<file path="src/mcm_pkg.sv">
package mcm_pkg;
  localparam logic [7:0] HOST_ADDR = 8'h50;
  localparam logic [7:0] DEF_MON_ADDR = 8'h6E;
  localparam logic [7:0] LEN_ONE = 8'h81;
  localparam logic [7:0] LEN_TWO = 8'h82;
  localparam logic [7:0] OP_GET_TIM = 8'h07;
  localparam logic [7:0] OP_GET_KEY = 8'h08;
  localparam logic [7:0] OP_RESET = 8'h09;
  localparam logic [7:0] OP_DISABLE = 8'h0A;
  localparam logic [7:0] OP_ENABLE = 8'h0B;
  localparam logic [7:0] OP_SAVE = 8'h0C;
  localparam logic [7:0] OP_FEAT_REPLY = 8'h02;
  localparam logic [7:0] LEN_FEAT_REPLY = 8'h88;
  localparam logic [7:0] OP_TIMING = 8'h4E;
  localparam logic [7:0] LEN_TIMING = 8'h06;
  localparam logic [7:0] OP_KEYS = 8'h4F;
  localparam logic [7:0] LEN_NO_KEYS = 8'h02;
  localparam logic [7:0] NO_KEY = 8'h00;
  localparam logic [7:0] RC_OK = 8'h00;
  localparam logic [7:0] TP_SET = 8'h00;
  localparam logic [7:0] VEND_OP_LO = 8'h50;
  localparam logic [7:0] VEND_OP_HI = 8'h7F;
  localparam logic [7:0] VEND_FEAT_LO = 8'h80;
  localparam logic [7:0] VEND_FEAT_HI = 8'hFE;
  localparam int MAX_KEYS = 10;
  localparam int PAY_MAX = 11;
  localparam int ST_OOR = 7;
  localparam int ST_UNST = 6;
  localparam int ST_HPOS = 1;
  localparam int ST_VPOS = 0;
  localparam int RX_DEST = 0;
  localparam int RX_LEN = 2;
  localparam int RX_OP = 3;
  localparam int RX_SEL = 4;
  localparam int RX_KEEP = 5;
  localparam int NUM_FEAT = 4;
  localparam logic [7:0] FEAT_CODE [NUM_FEAT] = '{8'h10, 8'h12, 8'h62, 8'h20};
  localparam logic [15:0] FEAT_MAX [NUM_FEAT] = '{16'h00FF, 16'h00FF, 16'h003F, 16'h00FF};
  localparam logic [15:0] FEAT_DEF [NUM_FEAT] = '{16'h0080, 16'h0080, 16'h0020, 16'h0080};
  localparam logic [15:0] FEAT_OFF [NUM_FEAT] = '{16'h0000, 16'h0000, 16'h0000, 16'h0000};
  localparam logic [NUM_FEAT-1:0] FEAT_CAN_RST = 4'hB;
  localparam logic [NUM_FEAT-1:0] FEAT_CAN_DIS = 4'h4;
  localparam logic [7:0] REG_CTRL = 8'h00;
  localparam logic [7:0] REG_STATUS = 8'h04;
  localparam logic [7:0] REG_MONADDR = 8'h08;
  localparam logic [7:0] REG_FEAT0 = 8'h10;
  localparam int CTRL_REP_EN = 0;
  localparam int CTRL_AUTO_TIM = 1;
  localparam int FEAT_DIS_BIT = 16;
  localparam logic [1:0] RESP_OKAY = 2'b00;
  localparam logic [1:0] RESP_DECERR = 2'b11;
  typedef enum logic {TX_IDLE = 1'b0, TX_SEND = 1'b1} tx_state_e;
endpackage

</file>
<file path="src/msg_tx_framer.sv">
module msg_tx_framer import mcm_pkg::*; #(
  parameter int PAY_BYTES = PAY_MAX
) (
  input wire logic clk_i,
  input wire logic rst_b_i,
  input wire logic start_i,
  input wire logic [7:0] my_addr_i,
  input wire logic [7:0] len_i,
  input wire logic [PAY_BYTES*8-1:0] pay_i,
  input wire logic [3:0] pay_cnt_i,
  output logic busy_o,
  output logic [7:0] tx_byte_o,
  output logic tx_valid_o,
  output logic tx_last_o,
  input wire logic tx_ready_i
);
  tx_state_e state;
  logic [7:0] addr_q;
  logic [7:0] len_q;
  logic [PAY_BYTES*8-1:0] pay_q;
  logic [4:0] total;
  logic [4:0] idx;
  logic [7:0] csum;

  function automatic logic [7:0] byte_at(input logic [4:0] i, input logic [7:0] a,
                                         input logic [7:0] l, input logic [PAY_BYTES*8-1:0] p);
    logic [7:0] r;
    if (i == 5'd0) r = HOST_ADDR;
    else if (i == 5'd1) r = a;
    else if (i == 5'd2) r = l;
    else r = p[8*(32'(i) - 3) +: 8];
    return r;
  endfunction

  assign busy_o = (state == TX_SEND);
  assign tx_valid_o = (state == TX_SEND);
  assign tx_last_o = (state == TX_SEND) && (idx == total - 5'd1);

  // Destination, source, length, payload, then XOR checksum of all sent bytes
  always_ff @(posedge clk_i or negedge rst_b_i) begin
    if (!rst_b_i) begin
      state <= TX_IDLE;
      addr_q <= 8'h00;
      len_q <= 8'h00;
      pay_q <= '0;
      total <= 5'd0;
      idx <= 5'd0;
      csum <= 8'h00;
      tx_byte_o <= 8'h00;
    end else begin
      case (state)
        TX_IDLE: begin
          if (start_i) begin
            state <= TX_SEND;
            addr_q <= my_addr_i;
            len_q <= len_i;
            pay_q <= pay_i;
            total <= 5'(pay_cnt_i) + 5'd4;
            idx <= 5'd0;
            csum <= 8'h00;
            tx_byte_o <= HOST_ADDR;
          end
        end
        TX_SEND: begin
          if (tx_ready_i) begin
            if (tx_last_o) begin
              state <= TX_IDLE;
            end else begin
              idx <= idx + 5'd1;
              csum <= csum ^ tx_byte_o;
              if (idx + 5'd2 == total) tx_byte_o <= csum ^ tx_byte_o;
              else tx_byte_o <= byte_at(idx + 5'd1, addr_q, len_q, pay_q);
            end
          end
        end
        default: state <= TX_IDLE;
      endcase
    end
  end
endmodule // msg_tx_framer

</file>
<file path="src/monitor_control_message_handler.sv">
module monitor_control_message_handler import mcm_pkg::*; #(
  parameter int NUM_BTN = 16,
  parameter logic [7:0] MON_ADDR = DEF_MON_ADDR
) (
  input wire logic clk_i,
  input wire logic rst_b_i,
  input wire logic [7:0] s_axi_awaddr,
  input wire logic s_axi_awvalid,
  output logic s_axi_awready,
  input wire logic [31:0] s_axi_wdata,
  input wire logic [3:0] s_axi_wstrb,
  input wire logic s_axi_wvalid,
  output logic s_axi_wready,
  output logic [1:0] s_axi_bresp,
  output logic s_axi_bvalid,
  input wire logic s_axi_bready,
  input wire logic [7:0] s_axi_araddr,
  input wire logic s_axi_arvalid,
  output logic s_axi_arready,
  output logic [31:0] s_axi_rdata,
  output logic [1:0] s_axi_rresp,
  output logic s_axi_rvalid,
  input wire logic s_axi_rready,
  input wire logic [7:0] rx_byte_i,
  input wire logic rx_valid_i,
  input wire logic rx_last_i,
  output logic [7:0] tx_byte_o,
  output logic tx_valid_o,
  output logic tx_last_o,
  input wire logic tx_ready_i,
  input wire logic [NUM_BTN-1:0] buttons_i,
  input wire logic [15:0] hfreq_i,
  input wire logic [15:0] vfreq_i,
  input wire logic hsync_pos_i,
  input wire logic vsync_pos_i,
  input wire logic sync_locked_i,
  input wire logic sync_out_of_range_i,
  output logic nv_save_o
);
  logic rst_q1, rst_n;
  logic [7:0] ctrl, mon_addr, save_cnt;
  logic [7:0] rx_buf [RX_KEEP];
  logic [7:0] rx_cnt, rx_xor;
  logic [NUM_BTN-1:0] btn_s1, btn_s2, btn_s3, btn_state, btn_prev;
  logic [15:0] feat_val [NUM_FEAT];
  logic [15:0] feat_hold [NUM_FEAT];
  logic [NUM_FEAT-1:0] feat_dis;
  logic key_pend, tim_pend, feat_pend, rep_zero;
  logic [1:0] rep_idx;
  logic [33:0] tim_prev;
  logic busy, launch, launch_feat, launch_tim, launch_key;
  logic frame_ok, cmd_keyq, cmd_timq, cmd_save, cmd_rst, cmd_dis, cmd_en;
  logic fhit, btn_chg, mode_chg, aw_go;
  logic [1:0] fidx, widx;
  logic [7:0] len_sel;
  logic [PAY_MAX*8-1:0] pay_sel;
  logic [3:0] cnt_sel, nbtn, nbtn_now;
  logic [7:0] tstat;

  function automatic logic [2:0] feat_find(input logic [7:0] code);
    logic [2:0] r;
    r = 3'b000;
    for (int i = 0; i < NUM_FEAT; i++) begin
      if (FEAT_CODE[i] == code) r = {1'b1, 2'(i)};
    end
    return r;
  endfunction

  function automatic logic in_range(input logic [7:0] v, input logic [7:0] lo,
                                    input logic [7:0] hi);
    return (v >= lo) && (v <= hi);
  endfunction

  always_ff @(posedge clk_i or negedge rst_b_i) begin
    if (!rst_b_i) begin
      rst_q1 <= 1'b0;
      rst_n <= 1'b0;
    end else begin
      rst_q1 <= 1'b1;
      rst_n <= rst_q1;
    end
  end

  // Receive: keep header bytes, fold checksum, act on last byte
  always_ff @(posedge clk_i or negedge rst_n) begin
    if (!rst_n) begin
      rx_cnt <= 8'h00;
      rx_xor <= 8'h00;
      for (int i = 0; i < RX_KEEP; i++) rx_buf[i] <= 8'h00;
    end else if (rx_valid_i) begin
      if (rx_cnt < 8'(RX_KEEP)) rx_buf[rx_cnt[2:0]] <= rx_byte_i;
      rx_cnt <= rx_last_i ? 8'h00 : rx_cnt + 8'h01;
      rx_xor <= rx_last_i ? 8'h00 : rx_xor ^ rx_byte_i;
    end
  end

  assign frame_ok = rx_valid_i && rx_last_i && ((rx_xor ^ rx_byte_i) == 8'h00)
                    && (rx_buf[RX_DEST] == mon_addr) && (rx_cnt > 8'(RX_OP));
  // Vendor primary codes never match the standard decode
  wire vend_op = in_range(rx_buf[RX_OP], VEND_OP_LO, VEND_OP_HI);
  wire is_one = frame_ok && !vend_op && (rx_buf[RX_LEN] == LEN_ONE);
  wire is_two = frame_ok && !vend_op && (rx_buf[RX_LEN] == LEN_TWO) && (rx_cnt > 8'(RX_SEL));
  assign cmd_keyq = is_one && (rx_buf[RX_OP] == OP_GET_KEY);
  assign cmd_timq = is_one && (rx_buf[RX_OP] == OP_GET_TIM);
  assign cmd_save = is_one && (rx_buf[RX_OP] == OP_SAVE);
  assign cmd_rst = is_two && (rx_buf[RX_OP] == OP_RESET);
  assign cmd_dis = is_two && (rx_buf[RX_OP] == OP_DISABLE);
  assign cmd_en = is_two && (rx_buf[RX_OP] == OP_ENABLE);
  // Vendor feature codes are masked off before the table lookup, so they never hit
  assign {fhit, fidx} = in_range(rx_buf[RX_SEL], VEND_FEAT_LO, VEND_FEAT_HI) ? 3'b000
                        : feat_find(rx_buf[RX_SEL]);
  wire do_rst = cmd_rst && fhit && FEAT_CAN_RST[fidx];
  wire do_dis = cmd_dis && fhit && FEAT_CAN_DIS[fidx] && !feat_dis[fidx];
  wire do_en = cmd_en && fhit && FEAT_CAN_DIS[fidx];

  // Button pins: three stages, a bit changes once stages two and three agree
  always_ff @(posedge clk_i or negedge rst_n) begin
    if (!rst_n) begin
      btn_s1 <= '0;
      btn_s2 <= '0;
      btn_s3 <= '0;
      btn_state <= '0;
      btn_prev <= '0;
    end else begin
      btn_s1 <= buttons_i;
      btn_s2 <= btn_s1;
      btn_s3 <= btn_s2;
      btn_state <= (btn_s2 & btn_s3) | (btn_state & (btn_s2 ^ btn_s3));
      btn_prev <= btn_state;
    end
  end
  assign btn_chg = (btn_state != btn_prev);

  assign mode_chg = ({hfreq_i, vfreq_i, hsync_pos_i, vsync_pos_i} != tim_prev);
  always_ff @(posedge clk_i or negedge rst_n) begin
    if (!rst_n) tim_prev <= '0;
    else tim_prev <= {hfreq_i, vfreq_i, hsync_pos_i, vsync_pos_i};
  end

  // Feature values: host commands first, then software writes
  assign widx = 2'((s_axi_awaddr - REG_FEAT0) >> 2);
  wire feat_wr = aw_go && (s_axi_awaddr >= REG_FEAT0)
                 && (s_axi_awaddr < REG_FEAT0 + 8'(4 * NUM_FEAT)) && (s_axi_awaddr[1:0] == 2'b00);
  always_ff @(posedge clk_i or negedge rst_n) begin
    if (!rst_n) begin
      for (int i = 0; i < NUM_FEAT; i++) begin
        feat_val[i] <= FEAT_DEF[i];
        feat_hold[i] <= FEAT_DEF[i];
      end
      feat_dis <= '0;
    end else if (do_rst) begin
      feat_val[fidx] <= FEAT_DEF[fidx];
      feat_hold[fidx] <= FEAT_DEF[fidx];
    end else if (do_dis) begin
      feat_hold[fidx] <= feat_val[fidx];
      feat_val[fidx] <= FEAT_OFF[fidx];
      feat_dis[fidx] <= 1'b1;
    end else if (do_en) begin
      if (feat_dis[fidx]) feat_val[fidx] <= feat_hold[fidx];
      feat_dis[fidx] <= 1'b0;
    end else if (feat_wr && s_axi_wstrb[1:0] == 2'b11) begin
      if (feat_dis[widx]) feat_hold[widx] <= s_axi_wdata[15:0];
      else feat_val[widx] <= (s_axi_wdata[15:0] > FEAT_MAX[widx]) ? FEAT_MAX[widx]
                             : s_axi_wdata[15:0];
    end
  end

  // Pending replies; a new request in the launch cycle is kept
  assign launch = !busy && (feat_pend || tim_pend || key_pend);
  assign launch_feat = launch && feat_pend;
  assign launch_tim = launch && !feat_pend && tim_pend;
  assign launch_key = launch && !feat_pend && !tim_pend;
  wire rep_en = ctrl[CTRL_REP_EN];
  wire set_key = cmd_keyq || (btn_chg && rep_en);
  wire set_tim = cmd_timq || (mode_chg && rep_en && ctrl[CTRL_AUTO_TIM]);
  always_ff @(posedge clk_i or negedge rst_n) begin
    if (!rst_n) begin
      key_pend <= 1'b0;
      tim_pend <= 1'b0;
    end else begin
      key_pend <= (key_pend && !launch_key) || set_key;
      tim_pend <= (tim_pend && !launch_tim) || set_tim;
    end
  end
  always_ff @(posedge clk_i or negedge rst_n) begin
    if (!rst_n) begin
      feat_pend <= 1'b0;
      rep_zero <= 1'b0;
      rep_idx <= 2'd0;
    end else if (do_rst || do_dis || do_en) begin
      feat_pend <= 1'b1;
      rep_zero <= do_dis;
      rep_idx <= fidx;
    end else if (launch_feat) begin
      feat_pend <= 1'b0;
    end
  end

  always_ff @(posedge clk_i or negedge rst_n) begin
    if (!rst_n) begin
      nv_save_o <= 1'b0;
      save_cnt <= 8'h00;
    end else begin
      nv_save_o <= cmd_save;
      if (cmd_save) save_cnt <= save_cnt + 8'h01;
    end
  end

  // Timing status: range, lock, zero middle, polarity
  assign tstat = {sync_out_of_range_i, !sync_locked_i,
                  4'h0, hsync_pos_i, vsync_pos_i};

  // Message assembly; payload byte k sits at bits 8k
  always_comb begin
    pay_sel = '0;
    nbtn = 4'd0;
    if (launch_feat) begin
      len_sel = LEN_FEAT_REPLY;
      cnt_sel = 4'd8;
      pay_sel[63:0] = {rep_zero ? 16'h0000 : {feat_val[rep_idx][7:0], feat_val[rep_idx][15:8]},
                       rep_zero ? 16'h0000 : {FEAT_MAX[rep_idx][7:0], FEAT_MAX[rep_idx][15:8]},
                       TP_SET, FEAT_CODE[rep_idx], RC_OK, OP_FEAT_REPLY};
    end else if (launch_tim) begin
      len_sel = LEN_TIMING;
      cnt_sel = LEN_TIMING[3:0];
      pay_sel[47:0] = {vfreq_i[7:0], vfreq_i[15:8], hfreq_i[7:0], hfreq_i[15:8],
                       tstat, OP_TIMING};
    end else begin
      pay_sel[7:0] = OP_KEYS;
      for (int i = 0; i < NUM_BTN; i++) begin
        if (btn_state[i] && nbtn < 4'(MAX_KEYS)) begin
          nbtn = nbtn + 4'd1;
          pay_sel[8*nbtn +: 8] = 8'(i + 1);
        end
      end
      cnt_sel = (nbtn == 4'd0) ? 4'd2 : nbtn + 4'd1;
      len_sel = (nbtn == 4'd0) ? LEN_NO_KEYS : {4'h0, cnt_sel};
      if (nbtn == 4'd0) pay_sel[15:8] = NO_KEY;
    end
  end

  msg_tx_framer #(.PAY_BYTES(PAY_MAX)) u_framer (
    .clk_i(clk_i),
    .rst_b_i(rst_n),
    .start_i(launch),
    .my_addr_i(mon_addr),
    .len_i(len_sel),
    .pay_i(pay_sel),
    .pay_cnt_i(cnt_sel),
    .busy_o(busy),
    .tx_byte_o(tx_byte_o),
    .tx_valid_o(tx_valid_o),
    .tx_last_o(tx_last_o),
    .tx_ready_i(tx_ready_i)
  );

  // Register slave: write address and data taken together
  assign aw_go = s_axi_awvalid && s_axi_wvalid && !s_axi_bvalid;
  assign s_axi_awready = aw_go;
  assign s_axi_wready = aw_go;
  assign s_axi_arready = !s_axi_rvalid;
  wire aw_known = (s_axi_awaddr == REG_CTRL) || (s_axi_awaddr == REG_STATUS)
                  || (s_axi_awaddr == REG_MONADDR) || feat_wr;
  always_ff @(posedge clk_i or negedge rst_n) begin
    if (!rst_n) begin
      ctrl <= 8'h00;
      mon_addr <= MON_ADDR;
      s_axi_bvalid <= 1'b0;
      s_axi_bresp <= RESP_OKAY;
    end else begin
      if (aw_go) begin
        s_axi_bvalid <= 1'b1;
        s_axi_bresp <= aw_known ? RESP_OKAY : RESP_DECERR;
        if (s_axi_awaddr == REG_CTRL && s_axi_wstrb[0]) ctrl <= s_axi_wdata[7:0];
        if (s_axi_awaddr == REG_MONADDR && s_axi_wstrb[0]) mon_addr <= s_axi_wdata[7:0];
      end else if (s_axi_bready) begin
        s_axi_bvalid <= 1'b0;
      end
    end
  end
  wire [1:0] ridx = 2'((s_axi_araddr - REG_FEAT0) >> 2);
  wire rfeat = (s_axi_araddr >= REG_FEAT0) && (s_axi_araddr < REG_FEAT0 + 8'(4 * NUM_FEAT))
               && (s_axi_araddr[1:0] == 2'b00);
  always_ff @(posedge clk_i or negedge rst_n) begin
    if (!rst_n) begin
      s_axi_rvalid <= 1'b0;
      s_axi_rdata <= 32'h0000_0000;
      s_axi_rresp <= RESP_OKAY;
    end else if (s_axi_arvalid && !s_axi_rvalid) begin
      s_axi_rvalid <= 1'b1;
      s_axi_rresp <= RESP_OKAY;
      s_axi_rdata <= 32'h0000_0000;
      if (s_axi_araddr == REG_CTRL) s_axi_rdata <= {24'h000000, ctrl};
      else if (s_axi_araddr == REG_STATUS)
        s_axi_rdata <= {12'h000, nbtn_now, save_cnt, 5'h00, feat_pend, tim_pend, busy};
      else if (s_axi_araddr == REG_MONADDR) s_axi_rdata <= {24'h000000, mon_addr};
      else if (rfeat) s_axi_rdata <= {15'h0000, feat_dis[ridx], feat_val[ridx]};
      else s_axi_rresp <= RESP_DECERR;
    end else if (s_axi_rready) begin
      s_axi_rvalid <= 1'b0;
    end
  end
  always_comb begin
    nbtn_now = 4'd0;
    for (int i = 0; i < NUM_BTN; i++) begin
      if (btn_state[i] && nbtn_now < 4'(MAX_KEYS)) nbtn_now = nbtn_now + 4'd1;
    end
  end
endmodule // monitor_control_message_handler

</file>
<file path="config.mk">
export PLATFORM = sky130hd
export DESIGN_NAME = monitor_control_message_handler
export DESIGN_NICKNAME = d
export VERILOG_FILES = /design/src/mcm_pkg.sv /design/src/msg_tx_framer.sv /design/src/monitor_control_message_handler.sv
export SDC_FILE = /design/constraint.sdc
export NUM_CORES = 1
export LEC_CHECK = 0
export BUFFER_PORTS_ARGS = -buffer_cell sky130_fd_sc_hd__buf_2
export CORE_ASPECT_RATIO = 0.5
export CORE_MARGIN = 4
export CORE_UTILIZATION = 40
export DETAILED_ROUTE_END_ITERATION = 7
export GPL_TIMING_DRIVEN = 1
export HOLD_SLACK_MARGIN = 0.06
export SLEW_MARGIN = 10
export SYNTH_ARGS = -nofsm -noshare
export SYNTH_HDL_FRONTEND = slang
export SYNTH_SLANG_ARGS = --single-unit
</file>
<file path="constraint.sdc">
create_clock -name clk_i -period 15.1 [get_ports clk_i]
set_input_delay 3.02 -clock clk_i [delete_from_list [all_inputs] [get_ports clk_i]]
set_output_delay 3.02 -clock clk_i [all_outputs]
set_load 0.01 [all_outputs]
</file>
Yosys cells after proc, flatten, opt, wreduce, memory -nomap -nowiden
Cells that the tools add are included.

storage, ports and cells
  input bits = 122
  word-level logic and storage cells = 600
  flip-flop bits (word level) = 504
  output and inout port bits = 52

operators by class
  bitwise gates (word level) = 16
  equality and inequality tests = 30
  shift-type cells = 31
  mux-type cells = 246
  magnitude comparators = 54
  add/sub/neg operators = 55
  reductions and logical operators = 122

operators with widths
  operator                                                                       number
  88-bit 2-to-1 mux                                                              43
  88-bit bitwise mux                                                             15
  8-bit by 34-bit variable shift with 88-bit output, first input constant        15
  8-bit by 34-bit variable part select with 88-bit output, first input constant  15
  64-bit 2-to-1 mux                                                              12
  7-bit negation with 34-bit output                                              15
  64-bit bitwise mux                                                             7
  16-bit 2-to-1 mux                                                              21
  4-bit 2-to-1 mux                                                               69
  16-bit binary-select mux with 2-bit select                                     8
  8-bit 2-to-1 mux                                                               19
  4-bit by 1-bit adder with 4-bit output, second input constant                  31
  4-bit < comparator, second input constant                                      30
  88-bit by 33-bit variable part select with 8-bit output                        1
  1-bit logical AND                                                              79
  16-bit demux with 2-bit select                                                 2
  8-bit by 4-bit == test with 1-bit output, second input constant                7
  48-bit 2-to-1 mux                                                              1
  40-bit bitwise mux                                                             1
  20-bit 2-to-1 mux                                                              2
  40-bit 2-to-1 mux                                                              1
  17-bit 2-to-1 mux                                                              2
  34-bit != test                                                                 1
  16-bit bitwise AND                                                             2
  70 further kinds                                                               155

Logic depth before layout (Yosys ltp)
  word-level depth = 87
  gate-level depth with buffers = 66
  depth with buffers taken out = 62

Hierarchy
Synthesis repeated with hierarchy kept, for this count alone.

second synthesis, totals
  cell total of the unflattened synthesis = 3,114
  area total of the unflattened synthesis = 28,352.2 µm²

by module, submodules not included
  module                           cells each  area each (µm²)  times used  seq. area each (µm²)
  monitor_control_message_handler  2,336       21,622.0         1           8,399.3
  msg_tx_framer                    778         6,730.2          1           3,278.1

Worst setup path after synthesis
Ideal clock, no wire load.

  path type = reg-to-reg
  start = register btn_state[1]
  end = register u_framer.pay_q[48]
  stages on the path, launching flop included = 59
  buffers on the path = 4
  library setup time = 137 ps
  period minus slack after synthesis = 12,832 ps
  data arrival time = 12,695 ps
  required time = 14,963 ps
  path slack = 2,268 ps
  cells stage by stage = dfrtp_1 ha_1 buf_2 nor2b_1 or2_2 clkbuf_1 ha_1 nand2b_1 o31ai_1 inv_1 ha_1 nand2_1 o21ai_0 ha_1 a31oi_4 nand2_2 ha_1 or3_1 [23 not listed] ha_1 buf_1 nand2_1 a21oi_1 or2_1 clkbuf_1 ha_1 a32oi_4 inv_1 ha_1 xnor2_1 nor3_1 ha_1 o311ai_0 a2111oi_4 a21oi_1 a22oi_1 a21oi_1

on the way
  longest elaborated chain between the ends = 76
  elaborated cells on any way between the ends = 186
  classes of those cells = 28 x add/sub; 14 x order compare; 28 x shift; 101 x mux; 15 x reduce/logical

RTL lines
  what                                                                                                                          line                                    source
  start: declaration                                                                                                            monitor_control_message_handler.sv:44   logic [NUM_BTN-1:0] btn_s1, btn_s2, btn_s3, btn_state, btn_prev;
  start signal: assignment                                                                                                      monitor_control_message_handler.sv:128  btn_state <= (btn_s2 & btn_s3) | (btn_state & (btn_s2 ^ btn_s3));
  1-bit logical AND *                                                                                                           monitor_control_message_handler.sv:231  if (btn_state[i] && nbtn < 4'(MAX_KEYS)) begin
  4-bit 2-to-1 mux                                                                                                              monitor_control_message_handler.sv:231
  4-bit 2-to-1 mux                                                                                                              monitor_control_message_handler.sv:223  end else if (launch_tim) begin
  4-bit 2-to-1 mux                                                                                                              monitor_control_message_handler.sv:217  if (launch_feat) begin
  4-bit < comparator                                                                                                            monitor_control_message_handler.sv:231
  1-bit logical AND                                                                                                             monitor_control_message_handler.sv:231
  4-bit 2-to-1 mux                                                                                                              monitor_control_message_handler.sv:231
  4-bit 2-to-1 mux                                                                                                              monitor_control_message_handler.sv:223
  [60 not listed]                                                                                                               -
  4-bit 2-to-1 mux                                                                                                              monitor_control_message_handler.sv:217
  4-bit by 1-bit adder with 4-bit output                                                                                        monitor_control_message_handler.sv:232  nbtn = nbtn + 4'd1;
  7-bit negation with 34-bit output                                                                                             monitor_control_message_handler.sv:233  pay_sel[8*nbtn +: 8] = 8'(i + 1);
  8-bit by 34-bit variable part select with 88-bit output or 8-bit by 34-bit variable shift with 88-bit output (tied branches)  monitor_control_message_handler.sv:233
  88-bit bitwise mux                                                                                                            monitor_control_message_handler.sv:233
  88-bit 2-to-1 mux *                                                                                                           monitor_control_message_handler.sv:231
  40-bit 2-to-1 mux *                                                                                                           monitor_control_message_handler.sv:223
  64-bit 2-to-1 mux *                                                                                                           monitor_control_message_handler.sv:217
  end signal: assignment                                                                                                        msg_tx_framer.sv:57                     pay_q <= pay_i;
  end: declaration                                                                                                              msg_tx_framer.sv:20                     logic [PAY_BYTES*8-1:0] pay_q;

Mark *: on every way between the ends. The rest lies on a longest branch, timed or not. The select of a mux whose other input is x is not followed.
A chain may end at the register's enable or synchronous reset.

Final worst setup path
Ends and elaborated chain as after synthesis.

==> results.sh <==
export IMPL_yosysSeqAreaShare=0.422
export IMPL_clock_sinks=466
export IMPL_cts_buffers=46
export IMPL_place_ws_ns=0.488
export IMPL_die_w_um=380
export IMPL_slowest_delay_ns=0.48
export IMPL_io_buffers=143
export IMPL_worst_setup_path_end_kind="register"
export IMPL_grt_pass1_wl_mm=131
export IMPL_hold_start="btn_s1[5]"
export IMPL_reg2reg_from="btn_state[1]"
export IMPL_dr_total_vias=22800
export IMPL_ys_warn_count=0
export IMPL_reg2reg_slack_ns=0.97
export IMPL_row_count=67
export IMPL_routed_wl_mm=84.0
export IMPL_ant_nets=0
export IMPL_intPower_mw=4.05
export IMPL_postPlaceCellArea_sq_um=29100
export IMPL_setup_violations=0
export IMPL_p_seq_frac=0.191
export IMPL_fin_util=0.454
export IMPL_drv_slew=0
export IMPL_hold_viol=0
export IMPL_max_freq_mhz=70.8
export IMPL_die_area_sq_um=73700
export IMPL_first_pass_iters=5
export IMPL_routabilityCongestion=0.946
export IMPL_timing_critical_path_buf_inv=8
export IMPL_path_max_fanout=10
export IMPL_final_cells=3986
export IMPL_drt_initial_drc_count=2193
export IMPL_ys_ff_latch=466
export IMPL_cp_top_family="adder cells"
export IMPL_min_period_ns=14.13
export IMPL_fin_nets=3276
export IMPL_grt_pass1_vias=22100
export IMPL_synth_cell_area_sq_um=27700
export IMPL_synth_edff_count=0
export IMPL_fp_coreArea_sq_um=67700
export IMPL_die_y_um=194
export IMPL_arrival_ns=14.60
export IMPL_power_clock_fraction=0.148
export IMPL_status="finished clean"
export IMPL_drive_gt1_frac=0.146
export IMPL_power_frac_comb=0.661
export IMPL_cts_root_buffer="clkbuf_16"
export IMPL_worstMarginPinSlew_ns=1.19
export IMPL_clock_skew_ns=0.0450
export IMPL_p_leak_nw=13.5
export IMPL_synth_distinct_cells=120
export IMPL_num_antenna_cells=0
export IMPL_setup_ws_ns=0.973
export IMPL_syn_avg_cell_area_sq_um=9.28
export IMPL_start_kind="register"
export IMPL_worstSetupPathType="reg2reg"
export IMPL_numPlacedInstances=3899
export IMPL_grt_overflow=0
export IMPL_slowest_stage="a2111o_1"
export IMPL_finalPower_mw=8.20
export IMPL_io_pins=174
export IMPL_design_area_sq_um=30700
export IMPL_cp_required_ns=15.57
export IMPL_path_common_cell="ha_1"
export IMPL_hold_buffers=0
export IMPL_tritoncts="done"
export IMPL_crit_start="btn_state[1]"
export IMPL_hold_class="reg2reg"
export IMPL_drv_cap=0
export IMPL_sw_frac_of_total=0.507
export IMPL_grt_max_degree=189
export IMPL_synth_main_ff_cell="dfrtp_1"
export IMPL_rsz0062_at_grt="no"
export IMPL_path_clk_slew_ns=0.07
export IMPL_initial_core_util=0.408
export IMPL_multi_input_area_sq_um=15100
export IMPL_post_route_period_util=0.936
export IMPL_vias_per_cell=5.73
export IMPL_register_area_sq_um=11700
export IMPL_cts_htree_levels=2
export IMPL_clk_latency_ns=0.61
export IMPL_clock_path_buffers=3
export IMPL_p_sw_mw=4.16
export IMPL_tns_ns=0
export IMPL_hold_ws_ns=0.348
export IMPL_powerDensity_nw_per_um2=267
export IMPL_grt_total_usage=0.223
export IMPL_wl_per_cell_um=21.1
export IMPL_maxSlewHeadroom=0.199
export IMPL_synth_cells=2980
export IMPL_fillCellCount=6551
export IMPL_antenna_found_initial=0
export IMPL_ir_drop_mv=0.290
export IMPL_dp_hpwl_mm=61.3
export IMPL_drc_errors=0
export IMPL_async_reset_ff_frac=1.00
export IMPL_syn_to_final_growth_pct=11.1
==> logic make-up after synthesis <==
| kind of cell | count (synthesis) | synth area share |
|---|---|---|
| adder cells (fa/ha/maj) | 102 | 0.0462 |
| AND/OR/NAND/NOR | 1178 | 0.198 |
| multiplexers | 122 | 0.0681 |
| XOR/XNOR | 125 | 0.0423 |
| other | 2 | 0.000272 |
| flip-flops | 466 | 0.422 |
| buffers and inverters | 241 | 0.0372 |
| AO/OA/AOI/OAI | 744 | 0.186 |
==> state kept, by name (all words and copies together) (netlist names), 5 cells and up <==
name and cells:
btn_prev 16, btn_s1 16, btn_s2 16, btn_s3 16
btn_state 16, ctrl 8, feat_hold 64, feat_val 64
mon_addr 8, rx_buf 32, rx_cnt 8, rx_xor 8
s_axi_rdata 20, save_cnt 8, tim_prev 34, u_framer.addr_q 8
u_framer.csum 8, u_framer.idx 5, u_framer.pay_q 76, u_framer.total 5
u_framer.tx_byte_o 8
==> power groups by stage <==
stage / Sequential [mW] / Clock (mW) / Combinational [mW]
2_1_floorplan: 1.54 / 0 / 3.93
3_3_place_gp: 1.58 / 0 / 5.19
3_5_place_dp: 1.59 / 0 / 5.24
4_1_cts: 1.56 / 1.24 / 5.27
5_1_grt: 1.59 / 1.30 / 5.88
6_report: 1.57 / 1.22 / 5.42
==> what timing repair did <==
| item | in CTS | in global routing |
|---|---|---|
| endpoints found under the setup margin | 0 | 38 |
| hold endpoints to repair | 0 | 0 |
| setup buffers | 0 | 2 |
| resized for setup | 0 | 5 |
==> path summary, 6_finish.rpt <==
kind,endpoint,cells after the start
worst max register to register,u_framer.pay_q[48],58
worst min register to register,btn_s2[5],0
max in group asynchronous,rst_n,1
worst max-delay path,u_framer.pay_q[48],58
worst min-delay path,btn_s2[5],0
min in group asynchronous,tim_prev[2],0
==> worst register-to-register path: cells and delay by family, from the launching register on <==
family                     cells  cell delay (ns)
AOI/OAI and AO/OA             19             4.47
and+or+nand+nor               16             2.86
DFF                            1             0.46
xor gates and xnor gates       2             0.43
adders and majority gates     13             4.77
buffers and inverters          8             1.02
==> layout make-up <==
| type | instances | share of cell area |
|---|---|---|
| multi-input cells | 2285 | 0.490 |
| flip-flops and latches | 466 | 0.380 |
| clock buffers | 68 | 0.0434 |
| well taps | 897 | 0.0365 |
| repair buffers | 175 | 0.0323 |
| inverters | 78 | 0.00953 |
| clock inverters | 17 | 0.00802 |
==> Yosys cell counts, types with 54 or more instances <==
library cell	count	area, sq um
nor2_1	183	687
a21oi_1	111	556
inv_1	70	263
dfrtp_1	453	11300
xor2_1	58	508
mux2_2	54	608
nand2_1	542	2030
o21ai_0	234	1170
ha_1	102	1280
nor3_1	70	350
xnor2_1	59	517
and2_1	60	375
clkbuf_1	120	450
nand3_1	99	495
==> layout by cell type (no fill, tap or decap), types with 54 or more instances in the layout <==
master / count
nand2_1: 541
dfrtp_1: 452
o21ai_0: 234
nor2_1: 180
buf_2: 143
a21oi_1: 111
ha_1: 101
nand3_1: 99
nor3_1: 70
inv_1: 70
and2_1: 60
xnor2_1: 59
xor2_1: 58
mux2_2: 54
==> layer usage <==
layer  track usage  routed length [um]  up-vias
li1              -                   -    10800
met1         0.319               38900    11300
met2         0.351               38000      611
met3        0.0310                4380      126
met4        0.0697                2660        0
met5             0                   0        -
(Power assumes the default switching activity.)
